File: src/core/evt_trig_pkg.sv
// Constants, register map and field layout of the input pattern event trigger.
// Assumes one 40 MHz clock, a synchronous active-low reset and an AXI4-Lite master.
package evt_trig_pkg;

  // Term layout: input points in the low bits, counter done levels above them.
  localparam int NUM_POINTS = 6;
  localparam int NUM_COUNTERS = 2;
  localparam int NUM_TERMS = NUM_POINTS + NUM_COUNTERS;
  localparam int POINT_LSB = 0;
  localparam int COUNTER_LSB = NUM_POINTS;

  // Event queue depth and width of the queued count.
  localparam int QUEUE_DEPTH = 4;
  localparam int COUNT_W = 3;
  localparam int SEQ_W = 32;
  localparam logic [31:0] SEQ_MAX = 32'hFFFF_FFFF;
  localparam logic [31:0] SEQ_FIRST = 32'h0000_0001;

  // Register byte addresses.
  localparam int ADDR_W = 8;
  localparam logic [7:0] ADDR_CTRL = 8'h00;
  localparam logic [7:0] ADDR_SELECT = 8'h04;
  localparam logic [7:0] ADDR_LEVEL = 8'h08;
  localparam logic [7:0] ADDR_ACK = 8'h0C;
  localparam logic [7:0] ADDR_EVSTAT = 8'h10;
  localparam logic [7:0] ADDR_SEQ = 8'h14;
  localparam logic [7:0] ADDR_IRQ_STAT = 8'h18;
  localparam logic [7:0] ADDR_IRQ_MASK = 8'h1C;
  localparam logic [7:0] ADDR_INPUTS = 8'h20;

  // Control register fields.
  localparam int CTRL_W = 6;
  localparam int CTRL_ACTIVE = 0;
  localparam int CTRL_ON_MATCH = 1;
  localparam int CTRL_ON_UNMATCH = 2;
  localparam int CTRL_HOLD = 3;
  localparam int CTRL_CLEAR = 4;
  localparam int CTRL_ANY_TERM = 5;

  // Event status register fields.
  localparam int EVS_RISE = 0;
  localparam int EVS_FALL = 1;
  localparam int EVS_DROPPED = 2;
  localparam int EVS_COUNT_LSB = 8;

  // Interrupt status and mask fields.
  localparam int IRQ_W = 2;
  localparam int IRQ_EVENT = 0;
  localparam int IRQ_DROP = 1;

  // Input readback: match state sits above the term levels.
  localparam int INPUTS_MATCH = 8;

  // Values after reset.
  localparam logic [5:0] CTRL_RESET = 6'h00;
  localparam logic [7:0] SELECT_RESET = 8'h00;
  localparam logic [7:0] LEVEL_RESET = 8'h00;
  localparam logic [31:0] ACK_RESET = 32'h0000_0000;
  localparam logic [1:0] IRQ_MASK_RESET = 2'h0;

  // AXI responses.
  localparam logic [1:0] RESP_OKAY = 2'h0;
  localparam logic [1:0] RESP_DECERR = 2'h3;

endpackage

File: src/core/pin_sync.sv
// Three-stage synchroniser for asynchronous input levels.
// Assumes the inputs are pins with no relation to aclk.
`timescale 1ns/1ps
module pin_sync #(
  parameter int WIDTH = 8
) (
  input wire logic aclk, // System clock.
  input wire logic aresetn, // Synchronous reset, active low.
  input wire logic [WIDTH-1:0] async_in, // Raw pin levels.
  output logic [WIDTH-1:0] sync_out // Filtered levels.
);

  typedef struct packed {
    logic [WIDTH-1:0] s1;
    logic [WIDTH-1:0] s2;
    logic [WIDTH-1:0] s3;
    logic [WIDTH-1:0] out;
  } sync_state_t;

  sync_state_t q;
  sync_state_t n;

  // A new level counts only once the second and third stage agree, so a
  // metastable first stage never reaches the output directly.
  always_comb begin
    n = q;
    n.s1 = async_in;
    n.s2 = q.s1;
    n.s3 = q.s2;
    for (int i = 0; i < WIDTH; i++) begin
      if (q.s2[i] == q.s3[i]) begin
        n.out[i] = q.s3[i];
      end
    end
  end

  // State register.
  always_ff @(posedge aclk) begin
    if (!aresetn) begin
      q <= '0;
    end else begin
      q <= n;
    end
  end

  assign sync_out = q.out;

endmodule // pin_sync

File: src/core/evt_trig.sv
// Input pattern event trigger with an AXI4-Lite register slave.
// Assumes one clock aclk, synchronous active-low reset, and asynchronous pin inputs.
//
// Added by the designer: the register offsets and the AXI4-Lite register port.
`timescale 1ns/1ps
module evt_trig (
  input wire logic aclk, // System clock, 40 MHz.
  input wire logic aresetn, // Synchronous reset, active low.
  input wire logic [5:0] point_in, // Input point levels, asynchronous.
  input wire logic [1:0] counter_done_in, // Counter done levels, asynchronous.
  input wire logic s_axi_awvalid, // Write address valid.
  output logic s_axi_awready, // Write address ready.
  input wire logic [7:0] s_axi_awaddr, // Write byte address.
  input wire logic s_axi_wvalid, // Write data valid.
  output logic s_axi_wready, // Write data ready.
  input wire logic [31:0] s_axi_wdata, // Write data.
  input wire logic [3:0] s_axi_wstrb, // Write byte enables.
  output logic s_axi_bvalid, // Write response valid.
  input wire logic s_axi_bready, // Write response ready.
  output logic [1:0] s_axi_bresp, // Write response code.
  input wire logic s_axi_arvalid, // Read address valid.
  output logic s_axi_arready, // Read address ready.
  input wire logic [7:0] s_axi_araddr, // Read byte address.
  output logic s_axi_rvalid, // Read data valid.
  input wire logic s_axi_rready, // Read data ready.
  output logic [31:0] s_axi_rdata, // Read data.
  output logic [1:0] s_axi_rresp, // Read response code.
  output logic irq // Level interrupt, high while an unmasked status bit is set.
);

  typedef struct packed {
    logic awready;
    logic wready;
    logic aw_got;
    logic w_got;
    logic [7:0] awaddr;
    logic [31:0] wdata;
    logic [3:0] wstrb;
    logic bvalid;
    logic [1:0] bresp;
    logic arready;
    logic rvalid;
    logic [31:0] rdata;
    logic [1:0] rresp;
    logic [5:0] ctrl;
    logic [7:0] sel;
    logic [7:0] lvl;
    logic [31:0] ack;
    logic [1:0] irq_stat;
    logic [1:0] irq_mask;
    logic irq;
    logic clr_prev;
    logic match_prev;
    logic [31:0] seq;
    logic [31:0] rep_seq;
    logic rep_rise;
    logic rep_fall;
    logic dropped;
    logic [2:0] count;
    logic [3:0][31:0] qseq;
  } state_t;

  state_t q;
  state_t n;
  logic [7:0] terms;
  logic [7:0] term_ok;
  logic match;
  logic clr_edge;
  logic fire;
  logic fire_rise;
  logic head_acked;
  logic accept;
  logic drop;
  logic [31:0] seq_next;
  logic [31:0] ack_gap;
  logic [31:0] rd_word;

  // Pin levels are brought onto aclk before any comparison sees them.
  pin_sync #(
    .WIDTH(evt_trig_pkg::NUM_TERMS)
  ) u_sync (
    .aclk(aclk),
    .aresetn(aresetn),
    .async_in({counter_done_in, point_in}),
    .sync_out(terms)
  );

  // Byte-lane merge of a write onto an old register value.
  function automatic logic [31:0] merge(input logic [31:0] old, input logic [31:0] data,
                                        input logic [3:0] strb);
    logic [31:0] r;
    r = old;
    for (int b = 0; b < 4; b++) begin
      if (strb[b]) begin
        r[8*b +: 8] = data[8*b +: 8];
      end
    end
    return r;
  endfunction

  // A term is met when selected and its level equals the programmed level.
  // Points and counters share one compare: level 1 asks for an active input.
  always_comb begin
    term_ok = q.sel & ~(terms ^ q.lvl);
    if (q.ctrl[evt_trig_pkg::CTRL_ANY_TERM]) begin
      match = |term_ok;
    end else begin
      match = (|q.sel) && ((term_ok | ~q.sel) == 8'hFF);
    end
  end

  // Edge of the match state; an unselected pattern never matches, so it fires only on unmatch, in the first cycle after its select is cleared.
  assign clr_edge = q.ctrl[evt_trig_pkg::CTRL_CLEAR] && !q.clr_prev;
  assign fire_rise = q.ctrl[evt_trig_pkg::CTRL_ON_MATCH] && match && !q.match_prev;
  assign fire = q.ctrl[evt_trig_pkg::CTRL_ACTIVE] &&
                (fire_rise || (q.ctrl[evt_trig_pkg::CTRL_ON_UNMATCH] && !match &&
                 q.match_prev));
  // Wrap-aware: head is acknowledged when it is not ahead of the ack value.
  assign ack_gap = q.ack - q.qseq[0];
  assign head_acked = (q.count != 3'h0) && !ack_gap[31];
  assign seq_next = (q.seq == evt_trig_pkg::SEQ_MAX) ? evt_trig_pkg::SEQ_FIRST :
                    q.seq + 32'h0000_0001;

  // Read decode of the register map.
  always_comb begin
    rd_word = 32'h0000_0000;
    case (s_axi_araddr)
      evt_trig_pkg::ADDR_CTRL: rd_word[5:0] = q.ctrl;
      evt_trig_pkg::ADDR_SELECT: rd_word[7:0] = q.sel;
      evt_trig_pkg::ADDR_LEVEL: rd_word[7:0] = q.lvl;
      evt_trig_pkg::ADDR_ACK: rd_word = q.ack;
      evt_trig_pkg::ADDR_EVSTAT: begin
        rd_word[evt_trig_pkg::EVS_RISE] = q.rep_rise;
        rd_word[evt_trig_pkg::EVS_FALL] = q.rep_fall;
        rd_word[evt_trig_pkg::EVS_DROPPED] = q.dropped;
        rd_word[evt_trig_pkg::EVS_COUNT_LSB +: 3] = q.count;
      end
      evt_trig_pkg::ADDR_SEQ: rd_word = q.rep_seq;
      evt_trig_pkg::ADDR_IRQ_STAT: rd_word[1:0] = q.irq_stat;
      evt_trig_pkg::ADDR_IRQ_MASK: rd_word[1:0] = q.irq_mask;
      evt_trig_pkg::ADDR_INPUTS: begin
        rd_word[7:0] = terms;
        rd_word[evt_trig_pkg::INPUTS_MATCH] = match;
      end
      default: rd_word = 32'h0000_0000;
    endcase
  end

  // Next state: bus slave, event queue and interrupt bookkeeping.
  always_comb begin
    logic [1:0] w1c;
    logic [1:0] irq_set;
    logic [31:0] wv;
    logic hit;
    w1c = 2'h0;
    irq_set = 2'h0;
    wv = 32'h0000_0000;
    hit = 1'b0;
    accept = 1'b0;
    drop = 1'b0;
    n = q;

    // Write address and data are taken in either order.
    if (s_axi_awvalid && q.awready) begin
      n.aw_got = 1'b1;
      n.awaddr = s_axi_awaddr;
    end
    if (s_axi_wvalid && q.wready) begin
      n.w_got = 1'b1;
      n.wdata = s_axi_wdata;
      n.wstrb = s_axi_wstrb;
    end
    if (q.bvalid && s_axi_bready) begin
      n.bvalid = 1'b0;
    end
    // Both halves present: commit the write and post its response.
    if (q.aw_got && q.w_got && !q.bvalid) begin
      hit = 1'b1;
      n.aw_got = 1'b0;
      n.w_got = 1'b0;
      n.bvalid = 1'b1;
      n.bresp = evt_trig_pkg::RESP_OKAY;
      case (q.awaddr)
        evt_trig_pkg::ADDR_CTRL: begin
          wv = merge({26'h0, q.ctrl}, q.wdata, q.wstrb);
          n.ctrl = wv[5:0];
        end
        evt_trig_pkg::ADDR_SELECT: begin
          wv = merge({24'h0, q.sel}, q.wdata, q.wstrb);
          n.sel = wv[7:0];
        end
        evt_trig_pkg::ADDR_LEVEL: begin
          wv = merge({24'h0, q.lvl}, q.wdata, q.wstrb);
          n.lvl = wv[7:0];
        end
        evt_trig_pkg::ADDR_ACK: n.ack = merge(q.ack, q.wdata, q.wstrb);
        evt_trig_pkg::ADDR_IRQ_STAT: begin
          if (q.wstrb[0]) begin
            w1c = q.wdata[1:0];
          end
        end
        evt_trig_pkg::ADDR_IRQ_MASK: begin
          if (q.wstrb[0]) begin
            n.irq_mask = q.wdata[1:0];
          end
        end
        evt_trig_pkg::ADDR_EVSTAT, evt_trig_pkg::ADDR_SEQ, evt_trig_pkg::ADDR_INPUTS: begin
          hit = 1'b1;
        end
        default: n.bresp = evt_trig_pkg::RESP_DECERR;
      endcase
    end
    n.awready = !n.aw_got && !n.bvalid;
    n.wready = !n.w_got && !n.bvalid;

    // Reads: one outstanding, data latched at the address handshake.
    if (q.rvalid && s_axi_rready) begin
      n.rvalid = 1'b0;
    end
    if (s_axi_arvalid && q.arready) begin
      n.rvalid = 1'b1;
      n.rdata = rd_word;
      case (s_axi_araddr)
        evt_trig_pkg::ADDR_CTRL, evt_trig_pkg::ADDR_SELECT, evt_trig_pkg::ADDR_LEVEL,
        evt_trig_pkg::ADDR_ACK, evt_trig_pkg::ADDR_EVSTAT, evt_trig_pkg::ADDR_SEQ,
        evt_trig_pkg::ADDR_IRQ_STAT, evt_trig_pkg::ADDR_IRQ_MASK,
        evt_trig_pkg::ADDR_INPUTS: n.rresp = evt_trig_pkg::RESP_OKAY;
        default: n.rresp = evt_trig_pkg::RESP_DECERR;
      endcase
    end
    n.arready = !n.rvalid;

    // Match history follows the pattern even while inactive, so enabling a
    // definition on an already satisfied pattern does not fire by itself.
    n.clr_prev = q.ctrl[evt_trig_pkg::CTRL_CLEAR];
    n.match_prev = match;

    if (clr_edge) begin
      // The clear edge wins over any event of the same cycle.
      n.count = 3'h0;
      n.dropped = 1'b0;
      n.rep_rise = 1'b0;
      n.rep_fall = 1'b0;
      n.rep_seq = 32'h0000_0000;
    end else begin
      // Retire one acknowledged entry per cycle from the oldest end.
      if (head_acked) begin
        for (int i = 0; i < evt_trig_pkg::QUEUE_DEPTH - 1; i++) begin
          n.qseq[i] = q.qseq[i+1];
        end
        n.count = q.count - 3'h1;
      end
      if (fire) begin
        if (q.ctrl[evt_trig_pkg::CTRL_HOLD] && n.count != 3'h0) begin
          drop = 1'b1;
        end else begin
          accept = 1'b1;
          // A full queue loses its oldest entry; the newest is reported.
          if (n.count == 3'(evt_trig_pkg::QUEUE_DEPTH)) begin
            for (int i = 0; i < evt_trig_pkg::QUEUE_DEPTH - 1; i++) begin
              n.qseq[i] = n.qseq[i+1];
            end
            n.qseq[evt_trig_pkg::QUEUE_DEPTH-1] = seq_next;
            drop = 1'b1;
          end else begin
            n.qseq[n.count[1:0]] = seq_next;
            n.count = n.count + 3'h1;
          end
          n.seq = seq_next;
          n.rep_seq = seq_next;
          n.rep_rise = match;
          n.rep_fall = !match;
        end
        if (drop) begin
          n.dropped = 1'b1;
        end
      end
    end

    // Sticky interrupt status: a set in the same cycle beats the clear.
    irq_set[evt_trig_pkg::IRQ_EVENT] = accept;
    irq_set[evt_trig_pkg::IRQ_DROP] = drop;
    n.irq_stat = (q.irq_stat & ~w1c) | irq_set;
    n.irq = |(n.irq_stat & n.irq_mask);
    if (!hit) begin
      wv = 32'h0000_0000;
    end
  end

  // State register; every field has a defined value after reset.
  always_ff @(posedge aclk) begin
    if (!aresetn) begin
      q <= '0;
      q.ctrl <= evt_trig_pkg::CTRL_RESET;
      q.sel <= evt_trig_pkg::SELECT_RESET;
      q.lvl <= evt_trig_pkg::LEVEL_RESET;
      q.ack <= evt_trig_pkg::ACK_RESET;
      q.irq_mask <= evt_trig_pkg::IRQ_MASK_RESET;
    end else begin
      q <= n;
    end
  end

  assign s_axi_awready = q.awready;
  assign s_axi_wready = q.wready;
  assign s_axi_bvalid = q.bvalid;
  assign s_axi_bresp = q.bresp;
  assign s_axi_arready = q.arready;
  assign s_axi_rvalid = q.rvalid;
  assign s_axi_rdata = q.rdata;
  assign s_axi_rresp = q.rresp;
  assign irq = q.irq;
endmodule // evt_trig

File: config.mk
export PLATFORM = sky130hd
export DESIGN_NAME = evt_trig
export DESIGN_NICKNAME = d
export VERILOG_FILES = /design/src/core/evt_trig_pkg.sv /design/src/core/pin_sync.sv /design/src/core/evt_trig.sv
export SDC_FILE = /design/constraint.sdc
export NUM_CORES = 1
export LEC_CHECK = 0
export BUFFER_PORTS_ARGS = -buffer_cell sky130_fd_sc_hd__buf_2
export CORE_MARGIN = 4
export CORE_UTILIZATION = 30
export CTS_BUF_LIST = sky130_fd_sc_hd__clkbuf_8
export CTS_CLUSTER_SIZE = 25
export DETAILED_ROUTE_END_ITERATION = 16
export HOLD_SLACK_MARGIN = 0.12
export SYNTH_ARGS = -nofsm -noshare
export SYNTH_HDL_FRONTEND = slang
export SYNTH_SLANG_ARGS = --single-unit
export TNS_END_PERCENT = 100
File: constraint.sdc
create_clock -name aclk -period 8.8 [get_ports aclk]
set_input_delay 0.88 -clock aclk [delete_from_list [all_inputs] [get_ports aclk]]
set_output_delay 0.88 -clock aclk [all_outputs]
set_load 0.01 [all_outputs]
### Word level (Yosys, flattened, before mapping)

Index checks and enable logic that the tools add are counted.

| storage, ports and cells | value |
|---|---|
| bits in registers | 378 |
| bits of input ports | 67 |
| output and inout port bits | 42 |
| word-level logic and storage cells | 184 |

| cells by class | value |
|---|---|
| $add $sub $neg | 4 |
| $lt $le $gt $ge | 2 |
| equality and inequality tests | 27 |
| mux-type cells | 44 |
| bitwise gates (word level) | 12 |
| reductions and logical operators | 49 |

Operator list:

| cell | count |
|---|---|
| $mux W131 | 2 |
| $mux W96 | 2 |
| $bwmux W128 | 1 |
| $mux W128 | 1 |
| $demux W32 S2 | 1 |
| $eq A8 B5 Y1 const B | 8 |
| $mux W32 | 2 |
| $pmux W21 S2 | 1 |
| $mux W35 | 1 |
| $add A32 B1 Y32 const B | 1 |
| $eq A32 B32 Y1 const B | 1 |
| $eq A8 B4 Y1 const B | 4 |
| $sub A32 B32 Y32 | 1 |
| $reduce_and A3 Y1 | 8 |
| $logic_and A1 B1 Y1 | 19 |
| $mux W2 | 9 |
| $pmux W2 S9 | 1 |
| $pmux W3 S6 | 1 |
| $reduce_or A9 Y1 | 2 |
| $eq A8 B3 Y1 const B | 2 |
| $eq A8 B6 Y1 const B | 2 |
| $logic_not A8 Y1 | 2 |
| $not A8 Y8 | 2 |
| $reduce_or A8 Y1 | 2 |
| 25 further kinds | 62 |

### Longest topological paths before layout

Gate-level depths: netlist of the first run.

| depth | value |
|---|---|
| depth after elaboration | 19 |
| depth in mapped cells | 21 |

### Hierarchy

Synthesis of the first run repeated with hierarchy kept, for this count alone.

| unflattened totals | value |
|---|---|
| cell total of the unflattened synthesis | 2186 |
| area total of the unflattened synthesis | 18211.2 um^2 |

Modules (own cells, without submodules):

| module | instances | cells an instance | area an instance (um^2) | seq. area each (um^2) |
|---|---|---|---|---|
| evt_trig | 1 | 2095 | 17190.2 | 6886.6 |
| pin_sync | 1 | 91 | 1021.0 | 640.6 |

### Worst setup path before layout of the first run

OpenSTA, ideal clock, no wires.

| path | value |
|---|---|
| kind | register -> register |
| start | reg q[8] in the netlist's numbering |
| end | reg q[91] in the netlist's numbering |
| arrival | 4195 ps |
| slack | 4483 ps |
| stages on the path, launching flop included | 21 |
| buffers on the path | 4 |
| clock period less this slack | 4317 ps |
| cells stage by stage | dfxtp_1 inv_1 ha_1 a211oi_1 o21ai_1 a311oi_1 o21ai_1 a21o_1 mux2i_1 clkbuf_1 nand2_1 o21ai_0 inv_1 ha_1 clkbuf_1 o21ai_1 buf_2 buf_1 mux2i_1 nand2_1 a221o_1 |

| between the ends | value |
|---|---|
| longest elaborated chain between the ends | 13 |

RTL lines:

| what | line | RTL |
|---|---|---|
| start: declaration | evt_trig.sv:63 | `state_t q;` |
| start signal: assignment | evt_trig.sv:300 | `q <= n;` |
| $sub A32 B32 Y32 * | evt_trig.sv:119 | `assign ack_gap = q.ack - q.qseq[0];` |
| $logic_not A1 Y1 * | evt_trig.sv:120 | `assign head_acked = (q.count != 3'h0) && !ack_gap[31];` |
| $logic_and A1 B1 Y1 * | evt_trig.sv:120 |  |
| $mux W3 | evt_trig.sv:247 | `if (head_acked) begin` |
| $mux W3 | evt_trig.sv:238 | `if (clr_edge) begin` |
| $lt A2 B3 Y1 (implied by the code) or $ge A2 B1 Y1 (tied branches) | evt_trig.sv:266 | `n.qseq[n.count[1:0]] = seq_next;` |
| $logic_and A1 B1 Y1 (implied by the code) | evt_trig.sv:266 |  |
| $mux W32 (implied by the code) | evt_trig.sv:266 |  |
| $demux W32 S2 | evt_trig.sv:266 |  |
| $bwmux W128 | evt_trig.sv:266 |  |
| $mux W128 | evt_trig.sv:259 | `if (n.count == 3'(evt_trig_pkg::QUEUE_DEPTH)) begin` |
| $mux W131 | evt_trig.sv:254 | `if (q.ctrl[evt_trig_pkg::CTRL_HOLD] && n.count != 3'h0) begin` |
| $mux W131 * | evt_trig.sv:253 | `if (fire) begin` |

Every way passes the cells marked *; elsewhere a longest branch is shown, timed or not. The select of a mux whose other input is x is not followed.
A chain may end at the register's enable or synchronous reset.

### Worst setup path in the final report of the first run

| path | value |
|---|---|
| start | reg q[26] in the netlist's numbering |
| end | reg q[71] in the netlist's numbering |

Same word-level chain as after synthesis.

==> results of run 1 <==
==> cells by family after synthesis <==
family,share of synthesized area [%]
and+or+nand+nor,20.6
adders and majority gates,2.54
muxes,7.02
xor gates and xnor gates,2.36
DFF,41.4
buffers and inverters,5.96
AOI/OAI and AO/OA,20.1
==> worst paths after layout <==
path | slack [ns] | endpoint | cells after the start | from
max | 2.98 | q[71] | 15 | q[26]
min | 0.44 | u_sync.n[12] | 1 | u_sync.n[20]
max reg2reg | 2.98 | q[71] | 15 | q[26]
min reg2reg | 0.44 | u_sync.n[12] | 1 | u_sync.n[20]
==> per-stage QoR <==
step	setup slack [ns]	total power, W	instance area (um2)	cells
floorplan	4.48	0.00308	18200	2179
global placement	3.25	0.00351	19200	2914
detailed placement	3.01	0.00353	19200	2914
CTS	3.01	0.00507	20400	3025
global route	2.54	0.00532	20400	3025
finish	2.98	0.00506	20400	3025
==> flip-flops by register name, indices dropped and copies added, names as in the netlist, named ones only <==
name	flops
irq	1
n	1
q	271
s_axi_arready	1
s_axi_awready	1
s_axi_bresp	1
s_axi_bvalid	1
s_axi_rdata	32
s_axi_rresp	1
s_axi_rvalid	1
s_axi_wready	1
u_sync.n	16
u_sync.q	8
u_sync.sync_out	8
==> routing by layer <==
layer / wire [um] / track usage [%]
met4: 1240 / 4.40
met3: 3520 / 2.45
met2: 25000 / 26.9
met5: 0 / 0
met1: 25000 / 22.7
==> power by group <==
group          internal [W]  switching (W)  total (W)
logic              0.000563        0.00115    0.00171
clock network      0.000826       0.000710    0.00154
registers           0.00176      0.0000519    0.00181
total               0.00315        0.00191    0.00506
==> cell usage in the layout (no fill, tap or decap), types with 45 or more instances in the layout <==
cell,Yosys,routed
a221oi_1,63,63
dfxtp_1,376,376
buf_2,21,108
mux2i_1,122,121
a21oi_1,122,121
nand2_1,344,343
nand3_1,70,70
and2_1,61,61
o21ai_0,69,69
clkbuf_8,0,82
nor2_1,231,226
inv_1,57,77
a221o_1,45,45
a211oi_1,59,59
==> cell type report <==
type,instances,area share (%)
Multi-Input combinational cell,1560,47.4
Sequential cell,376,36.8
Clock buffer,82,5.52
Tap cell,782,4.79
Timing Repair Buffer,138,3.75
Inverter,58,1.09
Clock inverter,29,0.624
==> impl_metrics.env, run 1 <==
export IMPL_outcome="finished clean"
export IMPL_antenna_left=0
export IMPL_yosysMostFrequentCell="dfxtp_1"
export IMPL_path_cells="inv_1 -> ha_1 -> nand4_1 -> nor4_2 -> a21o_1 -> mux2i_4 -> o21ai_0 -> inv_1 -> ha_1 -> a31oi_2 -> buf_4 -> nor2_4 -> buf_4 -> a221oi_1 -> a221o_1"
export IMPL_holdWs_ns=0.437
export IMPL_synth_top_area_share_pct=41.4
export IMPL_relSlewSlack_pct=18.4
export IMPL_netlist_instances=2179
export IMPL_syn_area_mm2=0.0182
export IMPL_slowest_delay_ns=0.79
export IMPL_synth_top_cell_by_area="dfxtp_1"
export IMPL_start_util_pct=30.2
export IMPL_fin_util_pct=33.9
export IMPL_timing_fmax_ghz=0.172
export IMPL_ff_latch_area_mm2=0.00753
export IMPL_hold_viol_final=0
export IMPL_rsz0062_at_grt="false"
export IMPL_die_area_mm2=0.0647
export IMPL_crit_buf_inv=4
export IMPL_routed_wl_um=54800
export IMPL_antenna_found_initial=0
export IMPL_syn_nets=2283
export IMPL_synthToLayoutAreaGrowth_pct=12.3
export IMPL_grt_use_total_pct=16.4
export IMPL_fin_crit_ns=5.82
export IMPL_end_kind="flop"
export IMPL_setup_viol=0
export IMPL_synthTopCellsByCount="dfxtp_1, nand2_1, nor2_1"
export IMPL_irDropWorstVdd_v=0.000173
export IMPL_globalRouteOverflowTotal=0
export IMPL_fill_cells=6256
export IMPL_postCtsHoldBufs=0
export IMPL_clk_insertion_delay_late_ns=0.63
export IMPL_clk_pin_slew_worst_paths_ns=0.06
export IMPL_required_ns=9.31
export IMPL_vias_per_cell=5.35
export IMPL_dpl_hpwl_um=37600
export IMPL_globalplace_congestion=0.906
export IMPL_power_density_mw_per_mm2=248
export IMPL_worst_pin_slew_ns=1.22
export IMPL_synth_edf_count=0
export IMPL_postSynthAreaPerCell_um2=8.35
export IMPL_core_mm2=0.0602
export IMPL_crit_path_start_kind="flop"
export IMPL_portBuffers=108
export IMPL_nNetsFinal=2299
export IMPL_pin_count=109
export IMPL_fin_skew_ns=0.0161
export IMPL_cap_viol_max_count=0
export IMPL_route_detailed_drc=0
export IMPL_netlist_top_cells_area="dfxtp_1, nand2_1, mux2i_1"
export IMPL_postCtsSetupBuffers=0
export IMPL_num_rows=90
export IMPL_die_x_um=254
export IMPL_hp_class="reg2reg"
export IMPL_cts_tree="built"
export IMPL_yosysUniqueCellTypes=74
export IMPL_ys_seq_area_share_pct=41.4
export IMPL_dr_pass1_iters=8
export IMPL_synth_ff_type="dfxtp_1"
export IMPL_fp_dieH_um=254
export IMPL_antenna_cells=0
export IMPL_vias=16192
export IMPL_cp_slowest_cell="mux2i_4"
export IMPL_grt_max_degree=108
export IMPL_grt_pass1_vias=15734
export IMPL_worstSetupPathType="reg2reg"
export IMPL_yosys_register_bits=376
export IMPL_avgRoutedWirePerCell_um=18.1
export IMPL_yosysWarningCount=0
export IMPL_grt_pass1_wl_um=87000
export IMPL_tns_ns=0
export IMPL_cts_resized=0
export IMPL_multi_input_area_mm2=0.00969
export IMPL_htreeDepth=2
export IMPL_cts_num_sinks=376
export IMPL_path_max_fanout=49
export IMPL_cts_buffers_inserted=61
export IMPL_drt_iter0_drc=1370
export IMPL_leakage_nw=8.05
export IMPL_fin_crit_sh_pct=66.1
export IMPL_drive_gt1_share_pct=12.1
export IMPL_drv_slew=0
export IMPL_clockRootBuffer="clkbuf_8"
export IMPL_cts_buffer_depth=3
export IMPL_synthArstFlopShare_pct=0
export IMPL_arrival_ns=6.33
export IMPL_crit_family="simple AND/OR/NAND/NOR gates"
Power figures use the tool's default switching activity.
==> run 2, diff against run 1 <==
clock period = 5.4 ns   (was 8.8 ns; I/O delays follow)
==> run 2 against run 1 <==
Count of clock-buffer cells in the layout shrank 5. Clock skew is 0.012 ns higher. Critical endpoint is now q[62]. First-iteration DRC count increased by 12%. Routed wire length rose by 1.3%. Non-clock buffer count grew 36. Largest power group unchanged. Clock power up 69%. Worst setup slack got worse by 2.3 ns. Global-route usage grew 0.20 points. Die area unchanged.
==> impl_metrics.env, run 2 (same netlist as run 1, synthesis figures left out) <==
export IMPL_outcome="finished clean"
export IMPL_path_max_fanout=30
export IMPL_final_setup_worst_slack_ns=0.638
export IMPL_antenna_found_initial=0
export IMPL_final_common_cell="dfxtp_1"
export IMPL_grt_use_met1_pct=22.8
export IMPL_largest_reg_flops=271
export IMPL_pin_count=109
export IMPL_grt_pass1_vias=15393
export IMPL_avgRoutedWirePerCell_um=18.2
export IMPL_crit_family="simple AND/OR/NAND/NOR gates"
export IMPL_htreeDepth=2
export IMPL_cts_num_sinks=376
export IMPL_postCtsSetupBuffers=0
export IMPL_fin_crit_ns=4.76
export IMPL_placed_cells=2926
export IMPL_clockRootBuffer="clkbuf_8"
export IMPL_largest_register="q"
export IMPL_final_cell_mix="dfxtp_1, nand2_1, nor2_1, a21oi_1, mux2i_1"
export IMPL_grt_max_degree=96
export IMPL_power_density_mw_per_mm2=402
export IMPL_start_util_pct=30.2
export IMPL_tns_ns=0
export IMPL_hp_class="in2reg"
export IMPL_fin_skew_ns=0.0282
export IMPL_crit_path_start_kind="flop"
export IMPL_cap_viol_max_count=0
export IMPL_fin_cells=3052
export IMPL_antenna_cells=0
export IMPL_slowest_delay_ns=0.65
export IMPL_routed_wl_um=55600
export IMPL_globalRouteOverflowTotal=0
export IMPL_hold_viol_final=0
export IMPL_worst_pin_slew_ns=1.24
export IMPL_die_area_mm2=0.0647
export IMPL_portBuffers=108
export IMPL_clk_pin_slew_worst_paths_ns=0.07
export IMPL_synthToLayoutAreaGrowth_pct=14.2
export IMPL_setup_viol=0
export IMPL_cts_buffer_depth=3
export IMPL_end_kind="flop"
export IMPL_drive_gt1_share_pct=12.6
export IMPL_drv_slew=0
export IMPL_clk_insertion_delay_late_ns=0.64
export IMPL_cts_tree="built"
export IMPL_leakage_nw=8.20
export IMPL_dr_pass1_iters=6
export IMPL_arrival_ns=5.26
export IMPL_relSlewSlack_pct=16.6
export IMPL_antenna_left=0
export IMPL_cp_slowest_cell="nor4_2"
export IMPL_grt_use_total_pct=16.6
export IMPL_drt_iter0_drc=1535
export IMPL_vias=16338
export IMPL_globalplace_congestion=0.922
export IMPL_nNetsFinal=2333
export IMPL_path_cells="inv_1 -> ha_1 -> nand4_1 -> nor4_2 -> a21o_1 -> mux2_2 -> xnor2_1 -> ha_1 -> a31oi_2 -> buf_4 -> nand2b_2 -> buf_12 -> o221ai_1 -> nand3_1"
export IMPL_fin_crit_sh_pct=88.2
export IMPL_dpl_hpwl_um=39000
export IMPL_grt_busiest_layer="met2"
export IMPL_total_power_w=0.00835
export IMPL_irDropWorstVdd_v=0.000370
export IMPL_crit_buf_inv=3
export IMPL_die_x_um=254
export IMPL_core_mm2=0.0602
export IMPL_cts_buffers_inserted=59
export IMPL_required_ns=5.90
export IMPL_grt_pass1_wl_um=87100
export IMPL_rsz0062_at_grt="false"
export IMPL_dp_slack_ns=0.729
export IMPL_worstSetupPathType="reg2reg"
export IMPL_route_detailed_drc=0
export IMPL_fp_dieH_um=254
export IMPL_cpMostUsedCell="ha_1"
export IMPL_use_met3_pct=2.88
export IMPL_use_met2_pct=26.7
export IMPL_num_rows=90
export IMPL_vias_per_cell=5.35
export IMPL_timing_fmax_ghz=0.210
[run 2: cell types whose count changed in the layout (fill, tap and decap cells not counted), moves of 2 or more]
cell           before  now
clkinv_2            5    8
nor2_2              3    5
clkbuf_8           82   77
dlygate4sd3_1       0   24
inv_1              77   68
buf_4              30   41
clkinvlp_4          2    0
bufinv_16           0    4
[run 2: path summary, 6_finish.rpt]
check                                      from  slack [ns]  cells past startpoint            to
worst min-delay path            s_axi_wdata[17]        0.15                      3        q[319]
worst min register to register     u_sync.n[20]        0.42                      1  u_sync.n[12]
worst max-delay path                      q[29]        0.64                     14         q[62]
worst max register to register            q[29]        0.64                     14         q[62]
[run 2: layout make-up]
class | count | area (um2)
clock buffers | 77 | 1060
clock inverters | 25 | 216
fillers | 6128 | 39500
inverters | 58 | 223
multi-input cells | 1560 | 9670
flip-flops and latches | 376 | 7530
well taps | 782 | 978
repair buffers | 174 | 1110
[run 2: worst min-delay path, cell delays in order]
cell and delay, ns:
buf_2 0.09, nand2_1 0.05, a21oi_1 0.05
[run 2: metal layers]
metal  vias to the layer above  wire (um)  part of all wire [%]
met1                      7751      25300                    46
li1                       7878          -                     -
met2                       605      24800                    45
met5                         -          0                     0
met4                         0       1480                   2.7
met3                       104       3950                   7.1
[run 2: report_power, final]
part	internal [W]	switching [W]	leakage (nW)
Combinational	0.000939	0.00184	4.44
Clock	0.00146	0.00115	0.711
Sequential	0.00287	0.0000858	3.04
[run 2: per-stage QoR]
step / util (%) / area [um2] / hold WS [ns]
after floorplan: - / 18200 / 0.412
after global placement: 32.0 / 19300 / 0.431
after detailed placement: 32.0 / 19300 / 0.421
after CTS: 34.5 / 20800 / 0.120
after global routing: 34.5 / 20800 / 0.125
final: 34.5 / 20800 / 0.154
[run 2: what timing repair did]
action | 4_1_cts | 5_1_grt
resized for setup | 0 | 0
endpoints found under the hold margin | 24 | 0
hold buffers | 24 | 0
==> run 3, diff against run 2 <==
clock period = 4.9 ns   (was 5.4 ns; I/O delays follow)
==> run 3 against run 2 <==
Register-to-register slack worse by 0.29 ns. Sequential cell count stayed put. First-iteration DRC count is 3.2% higher. Sequential share of layout area is 0.51 points lower. Die area stayed put. Critical path type unchanged. Largest power group unchanged.
==> impl_metrics.env, run 3 (same netlist as run 1, synthesis figures left out) <==
export IMPL_final_common_cell="dfxtp_1"
export IMPL_drv_slew=0
export IMPL_hp_class="in2reg"
export IMPL_worstSetupPathType="reg2reg"
export IMPL_antenna_left=0
export IMPL_fill_cells=6163
export IMPL_setup_viol=0
export IMPL_route_detailed_drc=0
export IMPL_r2r_slack_ns=0.35
export IMPL_dpl_hpwl_um=38600
export IMPL_clk_pin_slew_worst_paths_ns=0.06
export IMPL_largest_register="q"
export IMPL_vias_per_cell=5.31
export IMPL_postCtsSetupBuffers=0
export IMPL_die_area_mm2=0.0647
export IMPL_vias=16394
export IMPL_end_kind="flop"
export IMPL_portBuffers=108
export IMPL_fin_crit_ns=4.55
export IMPL_num_rows=90
export IMPL_cts_num_sinks=376
export IMPL_irDropWorstVdd_v=0.000347
export IMPL_required_ns=5.40
export IMPL_fin_crit_sh_pct=92.9
export IMPL_path_max_fanout=23
export IMPL_antenna_found_initial=1
export IMPL_ff_latch_area_mm2=0.00753
export IMPL_outcome="finished clean"
export IMPL_die_x_um=254
export IMPL_final_setup_worst_slack_ns=0.347
export IMPL_htreeDepth=2
export IMPL_final_cell_mix="dfxtp_1, nand2_1, nor2_1, a21oi_1, mux2i_1"
export IMPL_synthToLayoutAreaGrowth_pct=15.8
export IMPL_arrival_ns=5.05
export IMPL_relSlewSlack_pct=20.8
export IMPL_cap_viol_max_count=0
export IMPL_clockRootBuffer="clkbuf_8"
export IMPL_power_density_mw_per_mm2=435
export IMPL_dp_slack_ns=0.319
export IMPL_largest_reg_flops=271
export IMPL_grt_max_degree=97
export IMPL_rsz0062_at_grt="false"
export IMPL_globalplace_congestion=0.939
export IMPL_leakage_nw=8.33
export IMPL_routed_wl_um=55700
export IMPL_grt_use_total_pct=16.6
export IMPL_avgRoutedWirePerCell_um=18.0
export IMPL_dr_pass1_iters=6
export IMPL_grt_pass1_vias=15835
export IMPL_hold_viol_final=0
export IMPL_start_util_pct=30.2
export IMPL_core_mm2=0.0602
export IMPL_fp_dieH_um=254
export IMPL_timing_fmax_ghz=0.220
export IMPL_crit_path_start_kind="flop"
export IMPL_drive_gt1_share_pct=12.5
export IMPL_worst_pin_slew_ns=1.18
export IMPL_cts_buffer_depth=3
export IMPL_tns_ns=0
export IMPL_cts_tree="built"
export IMPL_clk_insertion_delay_late_ns=0.64
export IMPL_cts_buffers_inserted=59
export IMPL_multi_input_area_mm2=0.00967
export IMPL_fin_skew_ns=0.0340
export IMPL_pin_count=109
export IMPL_drt_iter0_drc=1584
export IMPL_globalRouteOverflowTotal=0
export IMPL_grt_pass1_wl_um=87600
export IMPL_nNetsFinal=2363
## run 3: final cells by class
type	count	area share (%)
multi-input cells	1560	45.9
flip-flops and latches	376	35.7
repair buffers	204	6.79
clock buffers	80	5.22
well taps	782	4.64
inverters	58	1.06
clock inverters	26	0.689
diodes	2	0.0237
## run 3: routing by layer
layer  up-vias  GRT usage (%)  wire length (um)
met5         -              0                 0
met4         0           6.10              1760
met3       103           2.65              3470
met2       561           26.8             25000
li1       7923              -                 -
met1      7807           22.5             25400
## run 3: path summary, 6_finish.rpt
kind	startpoint	to	depth (start not counted)
setup / recovery	q[8]	q[91]	15
setup reg to reg	q[8]	q[91]	15
hold reg to reg	u_sync.n[20]	u_sync.n[12]	1
hold / removal	s_axi_bready	s_axi_bvalid	3
## run 3: worst max-delay path: stages, from the launching register on
cell	delay [ns]
dfxtp_1	0.34
inv_1	0.06
ha_1	0.30
a211oi_1	0.21
o21ai_1	0.10
a311oi_1	0.27
o21ai_1	0.20
a21o_1	0.24
mux2i_4	0.21
o21ai_0	0.41
inv_1	0.13
ha_2	0.29
o2111ai_2	0.17
o311a_1	0.95
a221oi_1	0.23
a221o_1	0.30
## run 3: repair_timing
action                                  CTS  global route
hold buffers                             53             0
resized for setup                         0             1
hold endpoints to repair                 53             0
endpoints found under the setup margin    0            28
## run 3: metrics by stage
step           util (%)  power, W  hold WS [ns]  cell area, um2  instances
4_1_cts            35.0   0.00919         0.120           21100       3086
6_report           35.0   0.00917         0.161           21100       3088
3_5_place_dp       32.0   0.00636         0.420           19300       2927
3_3_place_gp       32.0   0.00631         0.426           19300       2927
5_1_grt            35.0   0.00962         0.171           21100       3087
2_1_floorplan         -   0.00553         0.412           18200       2179
## run 3: power breakdown
group | internal (W) | switching [W]
clock network | 0.00150 | 0.00129
registers | 0.00316 | 0.000101
logic | 0.00108 | 0.00203
